## src/design/tpc_pkg.sv

```systemverilog
// constants and types shared by the pulse width timer/counter block
package tpc_pkg;

  // ---------------------------------------------------------------
  // bus and register map (byte addresses)
  // ---------------------------------------------------------------
  localparam int unsigned    REG_AW      = 8;
  localparam logic [7:0]     OFF_CTRL0   = 8'h00;
  localparam logic [7:0]     OFF_CTRL1   = 8'h04;
  localparam logic [7:0]     OFF_CNT0    = 8'h08;
  localparam logic [7:0]     OFF_CNT1_LO = 8'h0C;
  localparam logic [7:0]     OFF_CNT1_HI = 8'h10;
  localparam logic [7:0]     OFF_INTC    = 8'h14;
  localparam logic [7:0]     OFF_PORT    = 8'h18;

  // ---------------------------------------------------------------
  // control register fields
  // ---------------------------------------------------------------
  localparam int unsigned    MODE_LSB    = 6;
  localparam int unsigned    RUN_BIT     = 4;
  localparam int unsigned    EDGE_BIT    = 3;
  localparam logic [7:0]     CTRL_MASK   = 8'hD8;
  localparam logic [7:0]     CTRL_RST    = 8'h00;
  localparam logic [1:0]     MODE_EVENT  = 2'h1;
  localparam logic [1:0]     MODE_PULSE  = 2'h2;
  localparam logic [1:0]     MODE_TIMER  = 2'h3;

  // ---------------------------------------------------------------
  // interrupt control and port control fields
  // ---------------------------------------------------------------
  localparam int unsigned    IE0_BIT     = 0;
  localparam int unsigned    IE1_BIT     = 1;
  localparam int unsigned    FLAG0_BIT   = 2;
  localparam int unsigned    FLAG1_BIT   = 3;
  localparam logic [1:0]     PORT_RST    = 2'h0;

  // ---------------------------------------------------------------
  // timer clock divider
  // ---------------------------------------------------------------
  localparam int unsigned    SYSDIV      = 4;
  localparam int unsigned    TICK_W      = $clog2(SYSDIV);
  localparam logic [TICK_W-1:0] TICK_LAST = TICK_W'(SYSDIV - 1);

  typedef enum logic {PW_WAIT, PW_COUNT} tpc_pw_state_t;

endpackage

```

## src/design/tpc_top.sv

```systemverilog
// APB timer/counter pair: 8-bit and 16-bit with pulse width measurement
//
// Overview of operation
// - in pulse mode setting the run bit only arms; an edge starts counting
// - edge select low: falling edge starts, return high stops and clears run
// - edge select high: rising edge starts, return low stops and clears run
// - hardware clears the run bit only in pulse mode
// - pulse mode counts system clock over four while the pulse is active
// - once run is cleared pin changes are ignored; count stays readable
// - overflow in pulse mode signals, reloads from preload, keeps counting
// - timer interrupt output is suppressed while its enable is zero
// - pin is a timer input only in event or pulse mode with port input set
// - pull-high option stays in force while the pin is a timer input
// - pin changes are recognised only at the next timer tick
// - counter clock inhibited during counter reads and preload writes
// - every overflow sets the request flag; interrupt only when enabled
// - overflow wakes from power-down regardless of enables, unless its flag is already set
// - mode in bits 7 and 6, run in bit 4, edge select in bit 3
// - 8-bit overflows after FFH, 16-bit after FFFFH, both reload
// - preload write when stopped loads counter; when running waits overflow
// - 16-bit low write buffered until high write; high read latches low
`timescale 1ns/1ps
`default_nettype none
module tpc_top
  import tpc_pkg::*;
(
  // clock and reset
  input  wire logic              pclk,
  input  wire logic              presetn,
  // apb slave
  input  wire logic              psel,
  input  wire logic              penable,
  input  wire logic              pwrite,
  input  wire logic [REG_AW-1:0] paddr,
  input  wire logic [31:0]       pwdata,
  output logic      [31:0]       prdata,
  output logic                   pready,
  output logic                   pslverr,
  // timer pins
  input  wire logic              counter0_input_pin,
  input  wire logic              counter1_input_pin,
  input  wire logic [1:0]        pullup_option,
  output logic      [1:0]        pullup_en,
  // system
  input  wire logic              power_down,
  output logic                   timer_irq0,
  output logic                   timer_irq1,
  output logic                   wake_pulse
);

  // ---------------------------------------------------------------
  // helpers
  // ---------------------------------------------------------------
  function automatic logic hit(input logic [REG_AW-1:0] a, input logic [7:0] off);
    hit = (a == off);
  endfunction

  function automatic logic pin_is_timer(input logic [1:0] m, input logic port_in);
    pin_is_timer = port_in && (m == MODE_EVENT || m == MODE_PULSE);
  endfunction

  logic [1:0]  s1_q;
  logic [1:0]  s2_q;
  logic [1:0]  s3_q;
  logic [1:0]  lvl_q;
  logic [TICK_W-1:0] div_q;
  logic        tick_q;
  logic [7:0]  ctrl0_q;
  logic [7:0]  ctrl1_q;
  logic        ie0_q;
  logic        ie1_q;
  logic        flag0_q;
  logic        flag1_q;
  logic [1:0]  port_in_q;
  logic [7:0]  lo_wbuf_q;
  logic [7:0]  lo_rbuf_q;
  logic [7:0]  count0;
  logic [15:0] count1;
  logic        clr0;
  logic        clr1;
  logic        ovf0;
  logic        ovf1;
  logic        access;
  logic        commit;
  logic        wr;
  logic        rd_start;
  logic        mapped;
  logic [31:0] rd_mux;

  // ---------------------------------------------------------------
  // pin synchroniser: a change counts once stages two and three agree
  // ---------------------------------------------------------------
  always_ff @(posedge pclk or negedge presetn)
  begin
    if (!presetn)
    begin
      s1_q  <= 2'h0;
      s2_q  <= 2'h0;
      s3_q  <= 2'h0;
      lvl_q <= 2'h0;
    end
    else
    begin
      s1_q  <= {counter1_input_pin, counter0_input_pin};
      s2_q  <= s1_q;
      s3_q  <= s2_q;
      lvl_q <= (s2_q & ~(s2_q ^ s3_q)) | (lvl_q & (s2_q ^ s3_q));
    end
  end

  // ---------------------------------------------------------------
  // timer tick at system clock over four
  // ---------------------------------------------------------------
  always_ff @(posedge pclk or negedge presetn)
  begin
    if (!presetn)
    begin
      div_q  <= '0;
      tick_q <= 1'b0;
    end
    else
    begin
      div_q  <= (div_q == TICK_LAST) ? '0 : div_q + 1'b1;
      tick_q <= (div_q == TICK_LAST);
    end
  end

  // ---------------------------------------------------------------
  // apb slave: one wait state, pready straight from a flop
  // ---------------------------------------------------------------
  assign access   = psel && penable;
  assign commit   = access && pready;
  assign wr       = commit && pwrite;
  assign rd_start = access && !pready && !pwrite;
  assign mapped   = hit(paddr, OFF_CTRL0) || hit(paddr, OFF_CTRL1) || hit(paddr, OFF_CNT0)
                    || hit(paddr, OFF_CNT1_LO) || hit(paddr, OFF_CNT1_HI)
                    || hit(paddr, OFF_INTC) || hit(paddr, OFF_PORT);

  always_comb
  begin
    rd_mux = 32'h0000_0000;
    if (hit(paddr, OFF_CTRL0))   rd_mux[7:0] = ctrl0_q;
    if (hit(paddr, OFF_CTRL1))   rd_mux[7:0] = ctrl1_q;
    if (hit(paddr, OFF_CNT0))    rd_mux[7:0] = count0;
    if (hit(paddr, OFF_CNT1_LO)) rd_mux[7:0] = lo_rbuf_q;
    if (hit(paddr, OFF_CNT1_HI)) rd_mux[7:0] = count1[15:8];
    if (hit(paddr, OFF_INTC))
    begin
      rd_mux[IE0_BIT]   = ie0_q;
      rd_mux[IE1_BIT]   = ie1_q;
      rd_mux[FLAG0_BIT] = flag0_q;
      rd_mux[FLAG1_BIT] = flag1_q;
    end
    if (hit(paddr, OFF_PORT))    rd_mux[1:0] = port_in_q;
  end

  always_ff @(posedge pclk or negedge presetn)
  begin
    if (!presetn)
    begin
      pready  <= 1'b0;
      pslverr <= 1'b0;
      prdata  <= 32'h0000_0000;
    end
    else
    begin
      pready  <= access && !pready;
      pslverr <= access && !pready && !mapped;
      if (rd_start)
        prdata <= rd_mux;
    end
  end

  // low byte buffers of the 16-bit counter
  always_ff @(posedge pclk or negedge presetn)
  begin
    if (!presetn)
    begin
      lo_wbuf_q <= 8'h00;
      lo_rbuf_q <= 8'h00;
    end
    else
    begin
      if (wr && hit(paddr, OFF_CNT1_LO))
        lo_wbuf_q <= pwdata[7:0];
      if (rd_start && hit(paddr, OFF_CNT1_HI))
        lo_rbuf_q <= count1[7:0];
    end
  end

  // ---------------------------------------------------------------
  // control registers; a software write wins over the hardware clear
  // so a new measurement is never lost
  // ---------------------------------------------------------------
  always_ff @(posedge pclk or negedge presetn)
  begin
    if (!presetn)
    begin
      ctrl0_q <= CTRL_RST;
      ctrl1_q <= CTRL_RST;
    end
    else
    begin
      if (wr && hit(paddr, OFF_CTRL0))
        ctrl0_q <= pwdata[7:0] & CTRL_MASK;
      else if (clr0 && ctrl0_q[MODE_LSB+1:MODE_LSB] == MODE_PULSE)
        ctrl0_q[RUN_BIT] <= 1'b0;
      if (wr && hit(paddr, OFF_CTRL1))
        ctrl1_q <= pwdata[7:0] & CTRL_MASK;
      else if (clr1 && ctrl1_q[MODE_LSB+1:MODE_LSB] == MODE_PULSE)
        ctrl1_q[RUN_BIT] <= 1'b0;
    end
  end

  // ---------------------------------------------------------------
  // request flags, enables, port control; overflow beats a clear
  // ---------------------------------------------------------------
  always_ff @(posedge pclk or negedge presetn)
  begin
    if (!presetn)
    begin
      ie0_q     <= 1'b0;
      ie1_q     <= 1'b0;
      flag0_q   <= 1'b0;
      flag1_q   <= 1'b0;
      port_in_q <= PORT_RST;
    end
    else
    begin
      if (wr && hit(paddr, OFF_INTC))
      begin
        ie0_q   <= pwdata[IE0_BIT];
        ie1_q   <= pwdata[IE1_BIT];
        flag0_q <= pwdata[FLAG0_BIT];
        flag1_q <= pwdata[FLAG1_BIT];
      end
      if (ovf0)
        flag0_q <= 1'b1;
      if (ovf1)
        flag1_q <= 1'b1;
      if (wr && hit(paddr, OFF_PORT))
        port_in_q <= pwdata[1:0];
    end
  end

  always_ff @(posedge pclk or negedge presetn)
  begin
    if (!presetn)
    begin
      timer_irq0 <= 1'b0;
      timer_irq1 <= 1'b0;
      wake_pulse <= 1'b0;
      pullup_en  <= 2'h0;
    end
    else
    begin
      timer_irq0 <= flag0_q && ie0_q;
      timer_irq1 <= flag1_q && ie1_q;
      // a flag already set masks the wake-up
      wake_pulse <= power_down && ((ovf0 && !flag0_q) || (ovf1 && !flag1_q));
      pullup_en  <= pullup_option;
    end
  end

  // ---------------------------------------------------------------
  // counters; reads and preload writes hold the count for the access
  // ---------------------------------------------------------------
  tpc_counter_unit #(.WIDTH(8)) u_cnt0 (
    .pclk        (pclk),
    .presetn     (presetn),
    .tick        (tick_q),
    .mode        (ctrl0_q[MODE_LSB+1:MODE_LSB]),
    .run_en      (ctrl0_q[RUN_BIT]),
    .edge_sel    (ctrl0_q[EDGE_BIT]),
    .pin_lvl     (lvl_q[0]),
    .pin_ok      (pin_is_timer(ctrl0_q[MODE_LSB+1:MODE_LSB], port_in_q[0])),
    .inhibit     (access && hit(paddr, OFF_CNT0)),
    .preload_we  (wr && hit(paddr, OFF_CNT0)),
    .preload_val (pwdata[7:0]),
    .count_q     (count0),
    .run_clear_q (clr0),
    .overflow_q  (ovf0)
  );

  tpc_counter_unit #(.WIDTH(16)) u_cnt1 (
    .pclk        (pclk),
    .presetn     (presetn),
    .tick        (tick_q),
    .mode        (ctrl1_q[MODE_LSB+1:MODE_LSB]),
    .run_en      (ctrl1_q[RUN_BIT]),
    .edge_sel    (ctrl1_q[EDGE_BIT]),
    .pin_lvl     (lvl_q[1]),
    .pin_ok      (pin_is_timer(ctrl1_q[MODE_LSB+1:MODE_LSB], port_in_q[1])),
    .inhibit     (access && (hit(paddr, OFF_CNT1_LO) || hit(paddr, OFF_CNT1_HI))),
    .preload_we  (wr && hit(paddr, OFF_CNT1_HI)),
    .preload_val ({pwdata[7:0], lo_wbuf_q}),
    .count_q     (count1),
    .run_clear_q (clr1),
    .overflow_q  (ovf1)
  );

  // ---------------------------------------------------------------
  // checks
  // ---------------------------------------------------------------
  AST_FLAG_SET: assert property (@(posedge pclk) disable iff (!presetn)
    ovf0 |=> flag0_q ##1 (timer_irq0 == ie0_q || $changed(ie0_q)))
    else $error("overflow did not set flag and request");
  AST_IRQ_MASKED: assert property (@(posedge pclk) disable iff (!presetn)
    !ie1_q |=> !timer_irq1)
    else $error("interrupt raised while disabled");
  AST_WAKE: assert property (@(posedge pclk) disable iff (!presetn)
    (power_down && ((ovf0 && !flag0_q) || (ovf1 && !flag1_q))) |=> wake_pulse)
    else $error("overflow in power-down did not wake");
  AST_RUN_SW_ONLY: assert property (@(posedge pclk) disable iff (!presetn)
    (ctrl0_q[MODE_LSB+1:MODE_LSB] != MODE_PULSE && ctrl0_q[RUN_BIT]
     && !(wr && hit(paddr, OFF_CTRL0))) |=> ctrl0_q[RUN_BIT])
    else $error("run bit dropped outside pulse mode");
  AST_HI_COMMIT: assert property (@(posedge pclk) disable iff (!presetn)
    (wr && hit(paddr, OFF_CNT1_HI) && !ctrl1_q[RUN_BIT])
    |=> count1 == {$past(pwdata[7:0]), $past(lo_wbuf_q)})
    else $error("high byte write did not commit buffered low byte");

endmodule
`default_nettype wire

```

## src/design/tpc_counter_unit.sv

```systemverilog
// one timer/event counter with pulse width measurement
`timescale 1ns/1ps
`default_nettype none
module tpc_counter_unit
  import tpc_pkg::*;
#(
  parameter int unsigned WIDTH = 8
)(
  // clock and reset
  input  wire logic             pclk,
  input  wire logic             presetn,
  // control
  input  wire logic             tick,
  input  wire logic [1:0]       mode,
  input  wire logic             run_en,
  input  wire logic             edge_sel,
  input  wire logic             pin_lvl,
  input  wire logic             pin_ok,
  input  wire logic             inhibit,
  input  wire logic             preload_we,
  input  wire logic [WIDTH-1:0] preload_val,
  // status
  output logic [WIDTH-1:0]      count_q,
  output logic                  run_clear_q,
  output logic                  overflow_q
);

  localparam logic [WIDTH-1:0] CNT_MAX = '1;

  logic             pin_prev_q;
  logic [WIDTH-1:0] preload_q;
  tpc_pw_state_t    state_q;
  logic             pin_act;
  logic             start_edge;
  logic             ev_edge;
  logic             incr;
  logic             rise;
  logic             fall;

  // ---------------------------------------------------------------
  // edge and level decode, acted on only at timer ticks
  // ---------------------------------------------------------------
  always_comb
  begin
    rise       = pin_ok && pin_lvl && !pin_prev_q;
    fall       = pin_ok && !pin_lvl && pin_prev_q;
    start_edge = edge_sel ? rise : fall;
    ev_edge    = edge_sel ? fall : rise;
    pin_act    = pin_ok && (edge_sel ? pin_lvl : !pin_lvl);
    incr       = 1'b0;
    if (tick && run_en && !inhibit)
    begin
      unique case (mode)
        MODE_TIMER: incr = 1'b1;
        MODE_EVENT: incr = ev_edge;
        MODE_PULSE: incr = (state_q == PW_COUNT) && pin_act;
        default:    incr = 1'b0;
      endcase
    end
  end

  always_ff @(posedge pclk or negedge presetn)
  begin
    if (!presetn)
      pin_prev_q <= 1'b0;
    else if (tick)
      pin_prev_q <= pin_lvl;
  end

  // ---------------------------------------------------------------
  // pulse measurement sequencing
  // ---------------------------------------------------------------
  always_ff @(posedge pclk or negedge presetn)
  begin
    if (!presetn)
      state_q <= PW_WAIT;
    else if (!run_en || mode != MODE_PULSE)
      state_q <= PW_WAIT;
    else if (tick)
    begin
      unique case (state_q)
        PW_WAIT:  if (start_edge) state_q <= PW_COUNT;
        PW_COUNT: if (!pin_act) state_q <= PW_WAIT;
      endcase
    end
  end

  // only the pulse mode ever asks for the run bit to drop
  always_ff @(posedge pclk or negedge presetn)
  begin
    if (!presetn)
      run_clear_q <= 1'b0;
    else
      run_clear_q <= tick && run_en && mode == MODE_PULSE
                     && state_q == PW_COUNT && !pin_act;
  end

  // ---------------------------------------------------------------
  // count and preload
  // ---------------------------------------------------------------
  always_ff @(posedge pclk or negedge presetn)
  begin
    if (!presetn)
      preload_q <= '0;
    else if (preload_we)
      preload_q <= preload_val;
  end

  always_ff @(posedge pclk or negedge presetn)
  begin
    if (!presetn)
      count_q <= '0;
    else if (preload_we && !run_en)
      count_q <= preload_val;
    else if (incr)
      count_q <= (count_q == CNT_MAX) ? preload_q : count_q + 1'b1;
  end

  always_ff @(posedge pclk or negedge presetn)
  begin
    if (!presetn)
      overflow_q <= 1'b0;
    else
      overflow_q <= incr && count_q == CNT_MAX;
  end

  // ---------------------------------------------------------------
  // checks
  // ---------------------------------------------------------------
  AST_ARMED_HOLDS: assert property (@(posedge pclk) disable iff (!presetn)
    (mode == MODE_PULSE && run_en && state_q == PW_WAIT && !preload_we) |=> $stable(count_q))
    else $error("count moved while armed and waiting for edge");
  AST_END_CLEARS_RUN: assert property (@(posedge pclk) disable iff (!presetn)
    (tick && run_en && mode == MODE_PULSE && state_q == PW_COUNT && !pin_act)
    |=> run_clear_q ##1 !run_clear_q)
    else $error("pulse end did not clear run bit once");
  AST_RELOAD_ON_OVF: assert property (@(posedge pclk) disable iff (!presetn)
    (incr && count_q == CNT_MAX && !preload_we) |=> (count_q == $past(preload_q)) && overflow_q)
    else $error("overflow did not reload from preload");
  AST_INHIBIT: assert property (@(posedge pclk) disable iff (!presetn)
    (inhibit && run_en && !preload_we) |=> $stable(count_q))
    else $error("count moved while inhibited");
  AST_IDLE_IGNORES: assert property (@(posedge pclk) disable iff (!presetn)
    (!run_en) |=> state_q == PW_WAIT && !overflow_q)
    else $error("disabled counter reacted to pin");
  AST_TICK_SEEN: assert property (@(posedge pclk) disable iff (!presetn)
    (state_q == PW_COUNT && $past(state_q) == PW_WAIT) |-> $past(tick))
    else $error("pin edge recognised off a timer tick");
  AST_STOPPED_PRELOAD: assert property (@(posedge pclk) disable iff (!presetn)
    (preload_we && !run_en) |=> count_q == $past(preload_val))
    else $error("stopped preload write missed counter");
  AST_RUN_PRELOAD: assert property (@(posedge pclk) disable iff (!presetn)
    (preload_we && run_en) |=> $stable(count_q))
    else $error("running preload write touched counter");

endmodule
`default_nettype wire

```

## config.mk

```make
export PLATFORM = sky130hd
export DESIGN_NAME = tpc_top
export DESIGN_NICKNAME = d
export VERILOG_FILES = /design/src/design/tpc_pkg.sv /design/src/design/tpc_top.sv /design/src/design/tpc_counter_unit.sv
export SDC_FILE = /design/constraint.sdc
export NUM_CORES = 1
export LEC_CHECK = 0
export BUFFER_PORTS_ARGS = -buffer_cell sky130_fd_sc_hd__buf_2
export CORE_ASPECT_RATIO = 1.25
export CORE_MARGIN = 2
export CORE_UTILIZATION = 49
export CTS_CLUSTER_SIZE = 24
export DETAILED_ROUTE_END_ITERATION = 10
export PLACE_DENSITY = 0.75
export SLEW_MARGIN = 5
export SYNTH_ARGS = -nofsm -noshare
export SYNTH_HDL_FRONTEND = slang
export SYNTH_HIERARCHICAL = 1
export SYNTH_SLANG_ARGS = --single-unit
export TNS_END_PERCENT = 1
```

## constraint.sdc

```tcl
create_clock -name pclk -period 1.97 [get_ports pclk]
set_clock_uncertainty 0.15 [all_clocks]
set_input_delay 0.0985 -clock pclk [delete_from_list [all_inputs] [get_ports pclk]]
set_output_delay 0.0985 -clock pclk [all_outputs]
set_load 0.02 [all_outputs]
```

Word level (Yosys, flattened, before mapping):

Index checks and enable logic that the tools add are counted.

* reduce and logical (&&, ||, !) cells: 87
* equality and inequality tests: 17
* add/sub/neg operators: 3
* mux-type cells: 42
* bitwise gates (word level): 7

Operators with widths (count)
* 8-bit 2-to-1 mux: 8
* 1-bit logical AND: 51
* 16-bit 2-to-1 mux: 3
* 8-bit by 5-bit equality test with 1-bit output, second input constant: 3
* 1-bit 2-to-1 mux: 24
* 16-bit by 1-bit adder with 16-bit output, second input constant: 1
* 16-bit equality test, second input constant: 1
* 8-bit by 4-bit equality test with 1-bit output, second input constant: 2
* 2-bit nonzero test: 8
* 1-bit zero test: 15
* 1-bit logical OR: 12
* 2-bit equality test, second input constant: 5
* 8-bit by 1-bit adder with 8-bit output, second input constant: 1
* 8-bit by 3-bit equality test with 1-bit output, second input constant: 1
* 8-bit equality test, second input constant: 1
* 8-bit zero test: 1
* 1-bit one-hot mux with 3 select lines: 2
* 2-bit AND: 2
* 2-bit by 1-bit equality test with 1-bit output, second input constant: 2
* 2-bit 2-to-1 mux: 2
* 4-bit 2-to-1 mux: 1
* 2-bit inequality test, second input constant: 2
* 1-bit one-hot mux with 2 select lines: 2
* 2-bit by 1-bit adder with 2-bit output, second input constant: 1
* 4 further kinds: 5

* output and inout bits: 39
* word-level logic and storage cells: 192
* input bits: 50
* bits in registers: 112

Depth between registers and ports, before layout:

Gate-level depths: netlist of the first run.

* depth in word-level cells: 10
* mapped depth: 12
* gate-level depth less buffers: 9

By module:

The synthesis of the first run kept the hierarchy.

By module, submodules not included
* tpc_top: area each 2851.5 µm², sequential area each 1401.3 µm², instances 1, cells an instance 246
* tpc_counter_unit at u_cnt1: area each 1998.2 µm², sequential area each 900.9 µm², instances 1, cells an instance 192
* tpc_counter_unit at u_cnt0: area each 1096.1 µm², sequential area each 500.5 µm², instances 1, cells an instance 111

Worst setup path before layout of the first run:

Ideal clock, no wire load.

* kind: input port to flip-flop
* start: input paddr[1]
* end: register u_cnt1.count_q[13]
* data required time: 1.694 ns
* arrival time: 2.062 ns
* setup slack: -0.368 ns
* setup time: 0.126 ns
* path buffers: 2
* cell stages on the path: 11
* path through: or4_4 nor3_4 buf_6 nand2_1 a21oi_1 and3b_1 nand4_1 and2_4 buf_6 a211oi_2 a221o_1

* word-level cells in the longest chain between the ends: 7
* elaborated cells between the ends (all ways): 11
* classes of those cells: eq/ne (2); mux (2); reduce/logical (7)

RTL lines
* from (decl): RTL line tpc_top.sv:34 `input wire logic [REG_AW-1:0] paddr,`
* 8-bit by 4-bit equality test with 1-bit output / 8-bit by 5-bit equality test with 1-bit output (equally long branches): RTL line tpc_top.sv:55 `hit = (a == off);`
* 1-bit logical OR: RTL line tpc_top.sv:294 `.inhibit (access && (hit(paddr, OFF_CNT1_LO) || hit(paddr, OFF_CNT1_HI))),`
* 1-bit logical AND: RTL line tpc_top.sv:294
* 1-bit zero test: RTL line tpc_counter_unit.sv:51 `if (tick && run_en && !inhibit)`
* 1-bit logical AND: RTL line tpc_counter_unit.sv:51
* 1-bit 2-to-1 mux: RTL line tpc_counter_unit.sv:51
* 2-bit nonzero test (no line)
* to (signal assigned): RTL line tpc_counter_unit.sv:114 `count_q <= preload_val;`
* to (signal assigned): RTL line tpc_counter_unit.sv:116 `count_q <= (count_q == CNT_MAX) ? preload_q : count_q + 1'b1;`
* to (decl): RTL line tpc_counter_unit.sv:23 `output logic [WIDTH-1:0] count_q,`

Parallel ways exist; a longest one is shown, timed or not.
A chain may end at the register's enable or synchronous reset.

Worst setup path in the final report of the first run:

* start: register ctrl1_q[6]
* end: register u_cnt1.count_q[2]

* word-level cells in the longest chain between the ends: 9
* elaborated cells between the ends (all ways): 15
* classes of those cells: eq/ne (3); mux (3); reduce/logical (9)

RTL lines
* from (decl): RTL line tpc_top.sv:69 `logic [7:0] ctrl1_q;`
* from (signal assigned): RTL line tpc_top.sv:209 `ctrl1_q <= pwdata[7:0] & CTRL_MASK;`
* 2-bit by 1-bit equality test with 1-bit output / 2-bit equality test (equally long branches): RTL line tpc_top.sv:59, tpc_counter_unit.sv:53
* 1-bit logical OR: RTL line tpc_top.sv:59 `pin_is_timer = port_in && (m == MODE_EVENT || m == MODE_PULSE);`
* 1-bit logical AND: RTL line tpc_top.sv:59
* 1-bit logical AND (on tied branches) (2 in series): RTL line tpc_counter_unit.sv:45, tpc_counter_unit.sv:46
* 1-bit 2-to-1 mux: RTL line tpc_counter_unit.sv:48 `ev_edge = edge_sel ? fall : rise;`
* 1-bit one-hot mux with 3 select lines *: RTL line tpc_counter_unit.sv:53 `unique case (mode)`
* 1-bit 2-to-1 mux *: RTL line tpc_counter_unit.sv:51
* 2-bit nonzero test (no line) *

Mark *: on every way between the ends. The rest lies on a longest branch, timed or not.

==> flow_metrics.env, run 1 <==
export IMPL_status="complete, but fails checks"
export IMPL_violations="setup timing"
export IMPL_gr_total_overflow=0
export IMPL_initial_core_util_pct=49.6
export IMPL_final_cell_mix="112 x dfrtp_1, 89 x buf_4, 47 x mux2_2"
export IMPL_placed_cells=814
export IMPL_crit_type="register to register"
export IMPL_synthCells=549
export IMPL_layout_commonest_cell="dfrtp_1"
export IMPL_finalCritPeriodShare_pct=113
export IMPL_setup_tns_ns=-3.63
export IMPL_critPathRequiredTime_ns=2.05
export IMPL_crit_chain="inv_2, ha_4, nor2b_4, and4bb_1, o311ai_4, and2_4, buf_6, mux2i_1, a221o_1"
export IMPL_antenna_found_initial=0
export IMPL_setup_viol=23
export IMPL_numCtsBuffers=9
export IMPL_core_sq_mm=0.0120
export IMPL_antenna_cells=0
export IMPL_sw_frac_of_total_pct=24.4
export IMPL_vias_per_cell=5.81
export IMPL_cap_violations=0
export IMPL_syn_area_sq_mm=0.00595
export IMPL_crit_slowest_cell="dfrtp_1"
export IMPL_hold_end="pready"
export IMPL_instances_no_fill=853
export IMPL_drc=0
export IMPL_reg2reg_slack_ns=-0.25
export IMPL_reg2reg_depth=9
export IMPL_setup_ws_ns=-0.253
export IMPL_num_rows=45
export IMPL_nFillCells=979
export IMPL_root_buffer="clkbuf_16"
export IMPL_total_switching_power_w=0.00116
export IMPL_rsz0062_at_grt="yes"
export IMPL_seq_area_sq_mm=0.00280
export IMPL_io_pins=89
export IMPL_die_w_microns=103
export IMPL_seq_area_frac_synth_pct=47.1
export IMPL_slowest_delay_ns=0.37
export IMPL_arrival_ns=2.31
export IMPL_start_kind="register"
export IMPL_synth_ff_type="dfrtp_1"
export IMPL_worstReg2RegEnd="u_cnt1/count_q[2]"
export IMPL_ys_warnings_count=6
export IMPL_avgRoutedWirePerCell_microns=19.4
export IMPL_min_path_type="input port to register"
export IMPL_min_period_ns=2.22
export IMPL_synth_edf_count=0
export IMPL_grt_pass1_vias=5033
export IMPL_path_max_fanout=4
export IMPL_ys_types=73
export IMPL_clk_latency_ns=0.35
export IMPL_drt_initial_drc_count=325
export IMPL_multi_input_comb_area_sq_mm=0.00297
export IMPL_reg2reg_from="ctrl1_q[6]"
export IMPL_synth_avg_cell_area_sq_um=10.8
export IMPL_finalHoldViolCount=0
export IMPL_power_density_mw_per_mm2=638
export IMPL_pwr_share_comb_pct=9.5
export IMPL_ir_drop_v=0.000401
export IMPL_hpwl_microns=12100
export IMPL_wl_microns=16500
export IMPL_clockBufferDepth=2
export IMPL_clockPowerShare_pct=40.0
export IMPL_leakagePower_nw=3.45
export IMPL_io_buffers=40
export IMPL_finalMaxSlewViolations=0
export IMPL_antenna_left=0
export IMPL_grt_pass1_wl_microns=26000
export IMPL_drt_first_pass_iters=5
export IMPL_routabilityCongestion=0.953
export IMPL_max_freq_mhz=450
export IMPL_slew_headroom_pct=55.6
export IMPL_die_height_microns=127
export IMPL_grt_max_degree=48
export IMPL_die_area_sq_mm=0.0130
export IMPL_grt_use_total_pct=26.0
export IMPL_finalInstanceArea_sq_mm=0.00741
export IMPL_placed_area_sq_mm=0.00679
export IMPL_vias=4957
export IMPL_hold_start="penable"
export IMPL_synthArstFlopShare_pct=100
export IMPL_p_seq_share_pct=50.5
export IMPL_cts_tree="yes"
export IMPL_hold_depth=4
export IMPL_area_growth_pct=24.6
export IMPL_intPower_w=0.00357
export IMPL_ys_ff_latch=112
export IMPL_worst_pin_slew_ns=0.660
export IMPL_fin_nets=739
export IMPL_drive_gt1_share_pct=34.8
export IMPL_crit_path_end_kind="register"
export IMPL_h_tree_depth=3
export IMPL_clock_sinks=112
export IMPL_clk_pin_slew_worst_paths_ns=0.07
==> kinds of logic after synthesis <==
kind of cell,count (synthesis),share of synthesized area [%]
AND/OR/NAND/NOR,188,17.7
other,1,0.0631
XOR/XNOR,8,1.18
buffers and inverters,62,6.02
flip-flops,112,47.1
AO/OA/AOI/OAI,102,13.1
adder cells (fa/ha/maj),7,1.39
multiplexers,69,13.5
==> routing by layer <==
| metal | GRT usage, % | up-vias | share of wire, % |
|---|---|---|---|
| met2 | 44.2 | 213 | 50 |
| li1 | - | 2248 | - |
| met5 | 0 | - | 0 |
| met4 | 12.5 | 0 | 4.1 |
| met1 | 32.8 | 2444 | 40 |
| met3 | 2.84 | 52 | 5.1 |
==> flip-flops by register name, indices dropped and copies added, names as in the netlist, 4 cells and up, named ones only <==
register and flops:
u_cnt1/count_q 16, u_cnt1/preload_q 16, lo_rbuf_q 8, lo_wbuf_q 8
prdata 8, u_cnt0/count_q 8, u_cnt0/preload_q 8, ctrl0_q 4
ctrl1_q 4
==> worst max-delay path by stage <==
stage,endpoint,depth (start not counted),from,slack [ns]
after detailed placement,u_cnt1/count_q[9],11,paddr[1],-0.58
after global routing,u_cnt1/count_q[2],9,ctrl1_q[6],-0.33
after floorplan,u_cnt1/count_q[13],11,paddr[1],-0.37
after global placement,u_cnt1/count_q[0],11,paddr[1],-0.48
after CTS,u_cnt1/count_q[2],8,ctrl1_q[7],-0.27
final,u_cnt1/count_q[2],9,ctrl1_q[6],-0.25
==> cell type report <==
| cell class | count | share of cell area, % |
|---|---|---|
| clock inverters | 4 | 0.709 |
| flip-flops and latches | 112 | 37.8 |
| multi-input cells | 398 | 40.0 |
| well taps | 164 | 2.77 |
| inverters | 18 | 0.912 |
| repair buffers | 145 | 14.3 |
| clock buffers | 12 | 3.46 |
==> synth_stat cells (9+ instances only) <==
master	count	share of area (%)
clkbuf_1	10	0.63
nand3_1	25	2.1
buf_4	24	3.0
inv_1	18	1.1
nor2_1	33	2.1
o21ai_0	14	1.2
a21oi_1	13	1.1
nand2_1	45	2.8
mux2i_1	13	2.2
dfrtp_1	112	47
and3_1	10	1.1
a211oi_1	12	1.5
nand4_1	11	1.2
a31oi_1	9	0.95
mux2_2	47	8.9
==> critical path, delay by kind of cell (launching register included) <==
family,cells,cell delay [ns]
flops,1,0.37
simple gates,3,0.50
mux,1,0.06
buf+inv,2,0.19
compound gates,2,0.57
fa+ha+maj,1,0.26
==> power groups by stage <==
stage	Clock, W	Sequential, W	Combinational, W
floorplan	0	0.00248	0.000189
CTS	0.00192	0.00239	0.000447
finish	0.00189	0.00239	0.000449
detailed placement	0	0.00243	0.000428
global placement	0	0.00243	0.000416
global route	0.00201	0.00239	0.000489
==> what timing repair did <==
item | 4_1_cts | 5_1_grt
endpoints found under the setup margin | 25 | 26
endpoints found under the hold margin | 104 | 0
pin swaps | 10 | 8
buffers inserted | 6 | 5
gates resized for setup | 11 | 13
hold buffers | 12 | 0
==> per-stage QoR <==
stage | power, W | utilization, % | hold slack, ns | setup WS, ns
2_1_floorplan | 0.00267 | - | -0.347 | -0.368
6_report | 0.00473 | 61.8 | 0.0381 | -0.253
3_3_place_gp | 0.00285 | 56.6 | -0.0685 | -0.481
4_1_cts | 0.00476 | 61.0 | 0.00358 | -0.272
5_1_grt | 0.00490 | 61.8 | 0.0236 | -0.327
3_5_place_dp | 0.00286 | 56.6 | -0.0609 | -0.583
No activity file was read; power rests on OpenSTA's default activity.
==> run 2: changes to the inputs <==
Settings changed: SYNTH_HIERARCHICAL 1 to unset.
==> flow_metrics.env, run 2 <==
export IMPL_die_w_microns=101
export IMPL_yosysMostFrequentCell="dfrtp_1"
export IMPL_vias=4761
export IMPL_syn_area_sq_mm=0.00575
export IMPL_grt_pass1_vias=5005
export IMPL_synth_edf_count=0
export IMPL_leakagePower_nw=3.51
export IMPL_numCtsBuffers=9
export IMPL_cap_violations=0
export IMPL_synthArstFlopShare_pct=100
export IMPL_synth_avg_cell_area_sq_um=10.6
export IMPL_clock_sinks=112
export IMPL_fin_nets=742
export IMPL_grt_max_degree=47
export IMPL_setup_tns_ns=-0.908
export IMPL_gr_total_overflow=0
export IMPL_synth_commonest_cells="112 x dfrtp_1, 57 x nand2_1, 45 x mux2_2"
export IMPL_min_path_type="input port to register"
export IMPL_arrival_ns=2.19
export IMPL_drive_gt1_share_pct=33.5
export IMPL_drt_initial_drc_count=336
export IMPL_ys_types=58
export IMPL_layout_commonest_cell="dfrtp_1"
export IMPL_core_sq_mm=0.0115
export IMPL_die_height_microns=125
export IMPL_grt_pass1_wl_microns=24700
export IMPL_drc=0
export IMPL_setup_ws_ns=-0.126
export IMPL_ys_ff_latch=112
export IMPL_status="complete, but fails checks"
export IMPL_ys_warnings_count=0
export IMPL_io_pins=89
export IMPL_h_tree_depth=3
export IMPL_synth_top_cell_area_share_pct=48.8
export IMPL_vias_per_cell=5.78
export IMPL_clockBufferDepth=2
export IMPL_start_kind="register"
export IMPL_crit_type="register to register"
export IMPL_finalPower_w=0.00470
export IMPL_top_regs="u_cnt1.count_q x16, u_cnt1.preload_q x16"
export IMPL_clk_latency_ns=0.35
export IMPL_antenna_left=0
export IMPL_routabilityCongestion=0.968
export IMPL_area_growth_pct=25.9
export IMPL_avgRoutedWirePerCell_microns=18.5
export IMPL_rsz0062_at_grt="yes"
export IMPL_hpwl_microns=11300
export IMPL_antenna_cells=0
export IMPL_critPathRequiredTime_ns=2.06
export IMPL_grt_use_total_pct=24.9
export IMPL_max_freq_mhz=477
export IMPL_min_period_ns=2.10
export IMPL_synthTopCellsByArea="dfrtp_1 49%, mux2_2 8.8%, nand2_1 3.7%"
export IMPL_power_density_mw_per_mm2=651
export IMPL_antenna_found_initial=0
export IMPL_num_rows=44
export IMPL_finalCritPeriodShare_pct=106
export IMPL_path_max_fanout=8
export IMPL_die_area_sq_mm=0.0126
export IMPL_finalMaxSlewViolations=0
export IMPL_cts_tree="yes"
export IMPL_final_cell_mix="111 x dfrtp_1, 84 x buf_4, 54 x nand2_1"
export IMPL_drt_first_pass_iters=7
export IMPL_setup_viol=16
export IMPL_ir_drop_v=0.000445
export IMPL_synthCells=542
export IMPL_wl_microns=15300
export IMPL_finalHoldViolCount=0
export IMPL_synth_ff_type="dfrtp_1"
export IMPL_io_buffers=40
export IMPL_synth_largest_area_cell="dfrtp_1"
export IMPL_initial_core_util_pct=49.9
export IMPL_root_buffer="clkbuf_16"
export IMPL_post_route_util_pct=62.9
export IMPL_crit_path_end_kind="register"
export IMPL_violations="setup timing"
export IMPL_clk_pin_slew_worst_paths_ns=0.08
export IMPL_seq_area_frac_synth_pct=48.8
[run 2: area by class of cell]
type,instances,area (sq um)
sequential,112,2800
clock inverter,6,43.8
timing repair buffer,148,1130
fill,917,4270
clock buffer,10,229
inverter,16,60.1
tap,138,173
multi-input combinational,394,2790
[run 2: cells by family (layout without fill, tap and decap cells)]
family	count (synthesis)	after routing	synth area share, %
buf+inv	59	180	5.86
flops	112	112	48.8
mux	61	61	11.6
compound gates	112	112	13.0
fa+ha+maj	13	13	2.74
other cells	1	24	0.0653
simple gates	169	169	15.7
xor+xnor	15	15	2.29
[run 2: final timing paths]
kind,startpoint,endpoint,slack (ns),cells after the start
max,ctrl1_q[7],u_cnt1.count_q[10],-0.13,9
min,pwdata[0],u_cnt1.count_q[8],0.02,3
max reg2reg,ctrl1_q[7],u_cnt1.count_q[10],-0.13,9
min reg2reg,s1_q[0],s2_q[0],0.20,0
max in group asynchronous,presetn,u_cnt0.count_q[4],0.99,3
min in group asynchronous,presetn,pullup_en[0],0.09,2
[run 2: per-layer routing]
layer	GRT usage (%)	share of wire, %	vias to the layer above
li1	-	-	2184
met1	30.6	41	2372
met2	42.7	51	168
met3	3.47	4.5	37
met4	11.8	3.7	0
met5	0	0	-
[run 2: power breakdown]
group	total, W	switching (W)	internal (W)
Sequential	0.00244	0.0000712	0.00237
Clock	0.00170	0.000837	0.000864
Combinational	0.000561	0.000328	0.000233
[run 2: what timing repair did]
| item | CTS | global route |
|---|---|---|
| pin swaps | 3 | 8 |
| resized for setup | 9 | 24 |
| endpoints found under the hold margin | 139 | 0 |
| endpoints found under the setup margin | 25 | 24 |
| setup buffers | 0 | 2 |
| hold buffers | 15 | 0 |
[run 2: stage by stage]
stage | std cells | setup slack [ns] | cell area (sq um) | hold slack (ns)
finish | 824 | -0.126 | 7230 | 0.0233
global route | 824 | -0.199 | 7230 | 0.0202
CTS | 822 | -0.117 | 7150 | 0.00656
detailed placement | 791 | -0.177 | 6690 | -0.0751
global placement | 791 | -0.131 | 6690 | -0.0824
floorplan | 565 | -0.0211 | 5860 | -0.347
[run 2: critical path, cell delays in order, from the launching register on]
cell,delay [ns]
dfrtp_1,0.41
buf_6,0.14
ha_2,0.16
and4_1,0.18
a21oi_2,0.18
o21ai_4,0.11
a21oi_4,0.19
buf_6,0.17
a21oi_1,0.05
o221a_2,0.24
